$ cat src/verilog/isp_pkg.sv
package isp_pkg;
  // System clock in kHz.
  localparam int unsigned CLK_KHZ            = 20000;
  // Sample rate in tenths of a sample per second.
  localparam int unsigned SAMPLE_RATE_DSPS   = 8192;
  // Cycles per sample period, rounded down.
  localparam int unsigned SAMPLE_CYC         =
    (CLK_KHZ * 10000) / SAMPLE_RATE_DSPS;
  // Width of the data-ready pulse in cycles.
  localparam int unsigned DRDY_CYC           = 4;
  // Frame length in bits.
  localparam int unsigned FRAME_BITS         = 16;
  // Master-side serial clock in kHz (normal mode limit).
  localparam int unsigned SCLK_KHZ           = 2000;
  // Half period of the master serial clock in system cycles.
  localparam int unsigned SCLK_HALF_CYC      = CLK_KHZ / (2 * SCLK_KHZ);
  // Address field of a command frame.
  localparam int unsigned ADDR_MSB           = 14;
  localparam int unsigned ADDR_LSB           = 8;
  // Write flag position.
  localparam int unsigned WRITE_BIT          = 15;
  // Byte address of the x-axis accelerometer output register.
  localparam logic [6:0]  X_ACCEL_ADDR       = 7'h0a;
  // Burst start command word.
  localparam logic [15:0] BURST_CMD          = 16'h3e00;
  // First and last output register addresses for a burst.
  localparam logic [6:0]  BURST_FIRST        = 7'h02;
  localparam logic [6:0]  BURST_LAST         = 7'h18;
  // Sample period setting register and gpio control register addresses.
  localparam logic [6:0]  SAMPLE_PERIOD_ADDR = 7'h36;
  localparam logic [6:0]  GPIO_CTRL_ADDR     = 7'h32;
  // Bit of the gpio control low byte that selects sync clock mode.
  localparam int unsigned SYNC_SEL_BIT       = 0;
  // Number of 16-bit words in the map.
  localparam int unsigned MAP_WORDS          = 64;
endpackage : isp_pkg
$ cat src/verilog/isp_link_if.sv
`timescale 1ns/1ps
`default_nettype none
interface isp_link_if;
  logic sclk;      // Serial clock from the master, idles high.
  logic cs_n;      // Chip select, active low.
  logic mosi;      // Serial data into the device.
  logic miso;      // Serial data out of the device.
  logic miso_oe;   // High while the device drives the output line.
  logic drdy;      // Data-ready pulse from the device.
  modport device (input sclk, cs_n, mosi, output miso, miso_oe, drdy);
  modport master (input miso, miso_oe, drdy, output sclk, cs_n, mosi);
endinterface : isp_link_if
`default_nettype wire

$ cat src/verilog/isp_device.sv
`timescale 1ns/1ps
`default_nettype none
module isp_device
  import isp_pkg::*;
(
  input  wire logic        clk_in,            // System clock.
  input  wire logic        rstn_in,           // Synchronous reset.
  isp_link_if.device       link,              // Serial link.
  input  wire logic [15:0] sensor_data_in,    // Stand-in sample value.
  input  wire logic        sync_clock_in,     // Fourth pin input level.
  output logic             sync_clock_out,    // Fourth pin output level.
  output logic             sync_clock_oe_out, // Fourth pin drive enable.
  output logic             sync_mode_out      // Sync clock mode is active.
);

  // Synchroniser stages for every pin that comes from outside.
  logic [3:0] s1_r, s2_r;
  logic [3:0] s1_nxt;
  // Previous synchronised levels for edge detection.
  logic       sclk_d_r, sync_d_r;
  logic       sclk_s, cs_s, mosi_s, sync_s;
  logic       sclk_rise, sclk_fall, sync_rise;

  // Two flops per pin; only the second stage is looked at.
  always_comb begin
    s1_nxt = {sync_clock_in, link.mosi, link.cs_n, link.sclk};
  end
  always_ff @(posedge clk_in) begin
    if (!rstn_in) begin
      // Idle pin levels: clock and select high, data and sync low.
      // Reset must match them, or a false sync edge follows reset.
      s1_r     <= 4'h3;
      s2_r     <= 4'h3;
      sclk_d_r <= 1'b1;
      sync_d_r <= 1'b0;
    end else begin
      s1_r     <= s1_nxt;
      s2_r     <= s1_r;
      sclk_d_r <= s2_r[0];
      sync_d_r <= s2_r[3];
    end
  end
  assign sclk_s    = s2_r[0];
  assign cs_s      = s2_r[1];
  assign mosi_s    = s2_r[2];
  assign sync_s    = s2_r[3];
  assign sclk_rise = sclk_s & ~sclk_d_r & ~cs_s;
  assign sclk_fall = ~sclk_s & sclk_d_r & ~cs_s;
  assign sync_rise = sync_s & ~sync_d_r;

  // Register map held as words; byte addresses pick a half.
  logic [15:0] map_r [MAP_WORDS];
  logic        sync_sel;

  // Mode select: gpio control bit picks the sync clock function.
  assign sync_sel = map_r[GPIO_CTRL_ADDR[6:1]][SYNC_SEL_BIT];

  // Sample timer and data-ready pulse state.
  // The timer must hold a full sample period of cycles.
  logic [14:0] tmr_r, tmr_nxt;
  logic [2:0]  drdy_r, drdy_nxt;
  logic        smp_tick;

  // Free running timer, or the external sync edge when selected.
  always_comb begin
    tmr_nxt  = tmr_r + 15'h0001;
    smp_tick = 1'b0;
    if (sync_sel) begin
      tmr_nxt  = 15'h0000;
      smp_tick = sync_rise;
    end else if (tmr_r == 15'(SAMPLE_CYC - 1)) begin
      tmr_nxt  = 15'h0000;
      smp_tick = 1'b1;
    end
    drdy_nxt = (drdy_r != 3'h0) ? drdy_r - 3'h1 : 3'h0;
    if (smp_tick) begin
      drdy_nxt = 3'(DRDY_CYC);
    end
  end
  always_ff @(posedge clk_in) begin
    if (!rstn_in) begin
      tmr_r  <= 15'h0000;
      drdy_r <= 3'h0;
    end else begin
      tmr_r  <= tmr_nxt;
      drdy_r <= drdy_nxt;
    end
  end
  // Pulse is seen in the same cycle that the output words have loaded.
  assign link.drdy = (drdy_r != 3'h0);

  // Serial engine state.
  logic [4:0]  cnt_r, cnt_nxt;
  logic [15:0] rx_r, rx_nxt;
  logic [15:0] tx_r, tx_nxt;
  logic        burst_r, burst_nxt;
  logic [6:0]  baddr_r, baddr_nxt;
  logic        miso_r, miso_nxt;
  logic [15:0] word;
  logic        wr_en;
  logic [5:0]  wr_idx;
  logic        wr_hi;
  logic [7:0]  wr_byte;

  // Shift engine: rising edges take in bits, falling edges put out bits.
  always_comb begin
    cnt_nxt   = cnt_r;
    rx_nxt    = rx_r;
    tx_nxt    = tx_r;
    burst_nxt = burst_r;
    baddr_nxt = baddr_r;
    miso_nxt  = miso_r;
    wr_en     = 1'b0;
    word      = {rx_r[14:0], mosi_s};
    wr_idx    = word[ADDR_MSB:ADDR_LSB+1];
    wr_hi     = word[ADDR_LSB];
    wr_byte   = word[7:0];
    if (cs_s) begin
      cnt_nxt  = 5'h00;
      miso_nxt = tx_r[15];
    end else if (sclk_rise) begin
      rx_nxt = word;
      tx_nxt = {tx_r[14:0], 1'b0};
      if (cnt_r == 5'(FRAME_BITS - 1)) begin
        cnt_nxt = 5'h00;
        // Frame complete: load the reply for the next frame.
        if (word[WRITE_BIT]) begin
          wr_en     = 1'b1;
          burst_nxt = 1'b0;
          tx_nxt    = 16'h0000;
        end else if (word == BURST_CMD) begin
          burst_nxt = 1'b1;
          baddr_nxt = BURST_FIRST + 7'h02;
          tx_nxt    = map_r[BURST_FIRST[6:1]];
        end else if (burst_r) begin
          // Burst walks the outputs; command bits are ignored.
          tx_nxt    = map_r[baddr_r[6:1]];
          baddr_nxt = baddr_r + 7'h02;
          burst_nxt = (baddr_r != BURST_LAST);
        end else begin
          // Either byte address of a word returns the whole word.
          tx_nxt = map_r[word[ADDR_MSB:ADDR_LSB+1]];
        end
      end else begin
        cnt_nxt = cnt_r + 5'h01;
      end
    end else if (sclk_fall) begin
      miso_nxt = tx_r[15];
    end
  end
  always_ff @(posedge clk_in) begin
    if (!rstn_in) begin
      cnt_r   <= 5'h00;
      rx_r    <= 16'h0000;
      tx_r    <= 16'h0000;
      burst_r <= 1'b0;
      baddr_r <= 7'h00;
      miso_r  <= 1'b0;
    end else begin
      cnt_r   <= cnt_nxt;
      rx_r    <= rx_nxt;
      tx_r    <= tx_nxt;
      burst_r <= burst_nxt;
      baddr_r <= baddr_nxt;
      miso_r  <= miso_nxt;
    end
  end
  assign link.miso    = miso_r;
  assign link.miso_oe = ~cs_s;

  // Map storage: outputs load on each sample, bytes load from writes.
  // Output words take a stand-in value; the sensing itself is outside.
  genvar gi;
  generate
    for (gi = 0; gi < MAP_WORDS; gi++) begin : g_map
      always_ff @(posedge clk_in) begin
        if (!rstn_in) begin
          map_r[gi] <= (gi == int'(SAMPLE_PERIOD_ADDR[6:1])) ? 16'h0001
                                                              : 16'h0000;
        end else if (wr_en && wr_idx == 6'(gi)) begin
          if (wr_hi) begin
            map_r[gi][15:8] <= wr_byte;
          end else begin
            map_r[gi][7:0]  <= wr_byte;
          end
        end else if (smp_tick && gi >= int'(BURST_FIRST[6:1])
                     && gi <= int'(BURST_LAST[6:1])) begin
          map_r[gi] <= sensor_data_in ^ 16'(gi);
        end
      end
    end
  endgenerate

  // Fourth pin: driven low as plain output, released as sync input.
  assign sync_clock_out    = 1'b0;
  assign sync_clock_oe_out = ~sync_sel;
  assign sync_mode_out     = sync_sel;

endmodule : isp_device
`default_nettype wire

$ cat src/flat_wrapper.sv
// flat-port wrapper written by rule: the top's interface ports become plain ports
module isp_device_flat import isp_pkg::*;
  (clk_in, rstn_in, sensor_data_in, sync_clock_in, sync_clock_out, sync_clock_oe_out, sync_mode_out, link_sclk, link_cs_n, link_mosi, link_miso, link_miso_oe, link_drdy);
  isp_link_if link_i ();
  input  wire logic clk_in;
  input  wire logic rstn_in;
  input  wire logic [15:0] sensor_data_in;
  input  wire logic sync_clock_in;
  output logic sync_clock_out;
  output logic sync_clock_oe_out;
  output logic sync_mode_out;
  input wire logic [$bits(link_i.sclk)-1:0] link_sclk;
  input wire logic [$bits(link_i.cs_n)-1:0] link_cs_n;
  input wire logic [$bits(link_i.mosi)-1:0] link_mosi;
  output wire logic [$bits(link_i.miso)-1:0] link_miso;
  output wire logic [$bits(link_i.miso_oe)-1:0] link_miso_oe;
  output wire logic [$bits(link_i.drdy)-1:0] link_drdy;
  assign link_i.sclk = link_sclk;
  assign link_i.cs_n = link_cs_n;
  assign link_i.mosi = link_mosi;
  assign link_miso = link_i.miso;
  assign link_miso_oe = link_i.miso_oe;
  assign link_drdy = link_i.drdy;
  isp_device u_core (.clk_in(clk_in), .rstn_in(rstn_in), .link(link_i), .sensor_data_in(sensor_data_in), .sync_clock_in(sync_clock_in), .sync_clock_out(sync_clock_out), .sync_clock_oe_out(sync_clock_oe_out), .sync_mode_out(sync_mode_out));
endmodule
$ cat config.mk
export PLATFORM = sky130hd
export DESIGN_NAME = isp_device_flat
export DESIGN_NICKNAME = d
export VERILOG_FILES = /design/src/verilog/isp_pkg.sv /design/src/verilog/isp_link_if.sv /design/src/verilog/isp_device.sv /design/src/flat_wrapper.sv
export SDC_FILE = /design/constraint.sdc
export NUM_CORES = 2
export LEC_CHECK = 0
export ABC_AREA = 1
export BUFFER_PORTS_ARGS = -buffer_cell sky130_fd_sc_hd__buf_4
export CAP_MARGIN = 20
export CORE_MARGIN = 5
export CORE_UTILIZATION = 30
export CTS_BUF_LIST = sky130_fd_sc_hd__clkbuf_4 sky130_fd_sc_hd__clkbuf_8
export CTS_CLUSTER_SIZE = 16
export DETAILED_ROUTE_END_ITERATION = 7
export SYNTH_ARGS = -nofsm -noshare
export SYNTH_HDL_FRONTEND = slang
export SYNTH_SLANG_ARGS = --single-unit
$ cat constraint.sdc
create_clock -name clk_in -period 5.8 [get_ports clk_in]
set_clock_uncertainty 0.1 [all_clocks]
set_input_delay 1.16 -clock clk_in [delete_from_list [all_inputs] [get_ports clk_in]]
set_output_delay 1.16 -clock clk_in [all_outputs]
set_load 0.005 [all_outputs]
==> flow_metrics.env <==
export IMPL_crit_fanout=50
export IMPL_ys_types=42
export IMPL_yosys_warnings=0
export IMPL_track_usage_pct=21.8
export IMPL_num_nets_final=7582
export IMPL_comb_power_share_pct=5.5
export IMPL_cts_hold_buf=0
export IMPL_setup_viol=0
export IMPL_ys_async_sr_fraction_pct=0
export IMPL_grt_pass1_vias=55200
export IMPL_finalHoldViolations=0
export IMPL_tightest_slew_ns=1.19
export IMPL_p_leak_nw=24.7
export IMPL_ys_flop_type="edfxtp_1"
export IMPL_core_mm2=0.207
export IMPL_wl_per_cell_um=23.7
export IMPL_worstPathArrival_ns=4.69
export IMPL_reg2reg_to="u_core.map_r[13][3]$_SDFFCE_PN0P_"
export IMPL_r2r_slack_ns=1.77
export IMPL_synth_area_leader_cell="edfxtp_1"
export IMPL_dieWidth_um=465
export IMPL_vias=59500
export IMPL_power_mw=17.9
export IMPL_path_cells="inv_1 > nor3_4 > buf_4 > and3_1 > nand3_2 > nor2_4 > inv_2 > nor2_2 > nand4_1 > nor2_1"
export IMPL_avgSynthCellArea_um2=7.84
export IMPL_root_buffer="clkbuf_8"
export IMPL_gr_usage_met1_pct=28.2
export IMPL_ys_top_cells_by_count="nand2_1, nand3_1, edfxtp_1, nor2_1, clkbuf_1"
export IMPL_ctsResizeCount=0
export IMPL_max_slew_margin_rel_pct=20.6
export IMPL_cts_sinks=1108
export IMPL_slew_violations=0
export IMPL_clkPwrFrac_pct=42.1
export IMPL_ant_nets=0
export IMPL_power_density_mw_per_mm2=263
export IMPL_utilization_pct=33.0
export IMPL_max_vdd_ir_drop_mv=0.283
export IMPL_synth_edff_count=1024
export IMPL_yosysMostFrequentCell="nand2_1"
export IMPL_drive_gt1_share_pct=7.05
export IMPL_fin_cells=10400
export IMPL_cts_tree="built"
export IMPL_die_h_um=465
export IMPL_synth_fp_nets=7955
export IMPL_hold_start="link_cs_n"
export IMPL_routed_via_density=5.71
export IMPL_cts_clk_slew_worst_paths_ns=0.07
export IMPL_numCtsBuffers=188
export IMPL_drt_pass1_iterations=8
export IMPL_r2r_start="u_core.s2_r[0]$_SDFF_PN1_"
export IMPL_critPathCaptureType="flip-flop"
export IMPL_grt_pass1_wl_um=360000
export IMPL_layout_min_cycle_time_ns=4.03
export IMPL_period_share_pct=69.5
export IMPL_start_util_pct=30.1
export IMPL_switching_power_mw=4.54
export IMPL_gp_congestion=0.953
export IMPL_status="complete, but fails checks"
export IMPL_synth_top_area_share_pct=49.5
export IMPL_io_pins=28
export IMPL_hold_class="in -> reg"
export IMPL_setup_worst_path_end="u_core.map_r[13][3]$_SDFFCE_PN0P_"
export IMPL_violations="design-rule violations"
export IMPL_antenna_found_initial=4
export IMPL_crit_type="reg -> reg"
export IMPL_clock_fmax_mhz=248
export IMPL_power_frac_seq_pct=52.3
export IMPL_cts_buffer_depth=3
export IMPL_drc=1
export IMPL_ys_ff_latch=1108
export IMPL_cp_slowest_cell="nor2_2"
export IMPL_synth_cells=7927
export IMPL_synth_area_mm2=0.0621
export IMPL_grt_max_degree=165
export IMPL_synth_area_leaders="edfxtp_1, nand2_1, nand3_1, nor2_1, clkbuf_1"
export IMPL_max_cap_violations=0
export IMPL_grt_busiest_layer="met2"
export IMPL_first_iter_violations=9411
export IMPL_route_final_wire_length_um=247000
export IMPL_slowest_delay_ns=0.92
export IMPL_internal_power_mw=13.4
export IMPL_h_tree_depth=4
export IMPL_io_buffers=26
export IMPL_dp_hpwl_um=145000
export IMPL_swShare_pct=25.4
export IMPL_overflow=0
export IMPL_ys_seq_area_share_pct=52.2
export IMPL_rows=167
export IMPL_tns_ns=0
export IMPL_use_met3_pct=4.65
export IMPL_cp_start_kind="flip-flop"
export IMPL_syn_to_final_growth_pct=9.63
export IMPL_dp_cells=10100
export IMPL_cts_setup_buffers=0
export IMPL_crit_start="u_core.s2_r[0]$_SDFF_PN1_"
export IMPL_required_ns=6.46
export IMPL_clk_insertion_delay_late_ns=0.97
export IMPL_rsz0062_at_grt="false"
export IMPL_die_area_mm2=0.216
export IMPL_reg2reg_depth=10
export IMPL_use_met2_pct=33.8
-- through the flow --
| stage | hold WS (ns) | worst slack [ns] | area [um^2] |
|---|---|---|---|
| after global placement | 0.303 | 1.94 | 64100 |
| final | 0.302 | 1.77 | 68100 |
| after detailed placement | 0.304 | 1.97 | 64200 |
| after CTS | 0.217 | 1.95 | 68100 |
| after floorplan | 0.290 | 2.85 | 62100 |
| after global routing | 0.259 | 1.60 | 68100 |
-- kinds of logic after synthesis --
| logic type | after synthesis | share of synthesized area [%] |
|---|---|---|
| AND/OR/NAND/NOR | 5557 | 38.5 |
| buffers and inverters | 827 | 5.08 |
| XOR/XNOR | 7 | 0.0987 |
| other | 1 | 0.00604 |
| flip-flops | 1108 | 52.2 |
| AO/OA/AOI/OAI | 421 | 4.01 |
| adder cells (fa/ha/maj) | 6 | 0.121 |
-- worst max-delay path, delay by kind of cell, from the launching register on --
kind                   cells  cell delay [ns]
and+or+nand+nor            7             2.64
buffers and inverters      3             0.72
DFF                        1             0.33
-- area by class of cell --
cell class	count	area, um^2
Fill cell	21400	139000
Sequential cell	1108	32500
Multi-Input combinational cell	5992	26600
Tap cell	2704	3380
Clock buffer	231	2940
Timing Repair Buffer	127	1150
Clock inverter	121	986
Inverter	137	594
Antenna cell	4	10.0
-- power groups by stage --
stage          registers (mW)  logic, mW  clock network [mW]
5_1_grt                  9.40       1.08                7.93
6_report                 9.37      0.989                7.54
3_5_place_dp             9.51      0.962                   0
4_1_cts                  9.35      0.966                7.58
2_1_floorplan            9.40      0.659                   0
3_3_place_gp             9.51      0.942                   0
-- layer usage --
metal	vias up	share of wire [%]
met5	-	0
met4	0	6.0
met3	775	11
met2	4218	45
met1	28200	38
li1	26300	-
-- cell usage in the layout, fill, tap and decap left out, types with 75 or more instances in the layout --
cell type,Yosys,final
a21oi_1,94,94
buf_4,7,108
clkbuf_8,0,193
dfxtp_1,84,75
edfxtp_1,1024,1024
inv_1,127,112
nand2_1,2673,2673
nand3_1,1840,1840
nor2_1,889,875
o21ai_0,79,79
o22ai_1,190,190
-- worst min-delay path by stage --
stage                             endpoint  slack [ns]  depth (start not counted)
2_1_floorplan    u_core.s2_r[2]$_SDFF_PN0_        0.29                          2
3_3_place_gp   u_core.drdy_r[0]$_SDFF_PP0_        0.30                          1
3_5_place_dp     u_core.s2_r[3]$_SDFF_PN0_        0.30                          2
4_1_cts          u_core.s1_r[1]$_SDFF_PN1_        0.22                          2
5_1_grt          u_core.s1_r[1]$_SDFF_PN1_        0.26                          2
6_report         u_core.s1_r[1]$_SDFF_PN1_        0.30                          2
-- state kept, by name (all words and copies together), names as in the netlist, named ones only --
| name | cells |
|---|---|
| u_core.baddr_r | 6 |
| u_core.burst_r | 1 |
| u_core.cnt_r | 5 |
| u_core.drdy_r | 3 |
| u_core.link.miso | 1 |
| u_core.map_r | 1024 |
| u_core.rx_r | 15 |
| u_core.s1_r | 4 |
| u_core.s2_r | 4 |
| u_core.sclk_d_r | 1 |
| u_core.sync_d_r | 1 |
| u_core.tmr_r | 15 |
| u_core.tx_r | 16 |
No activity file was read; power rests on OpenSTA's default activity.
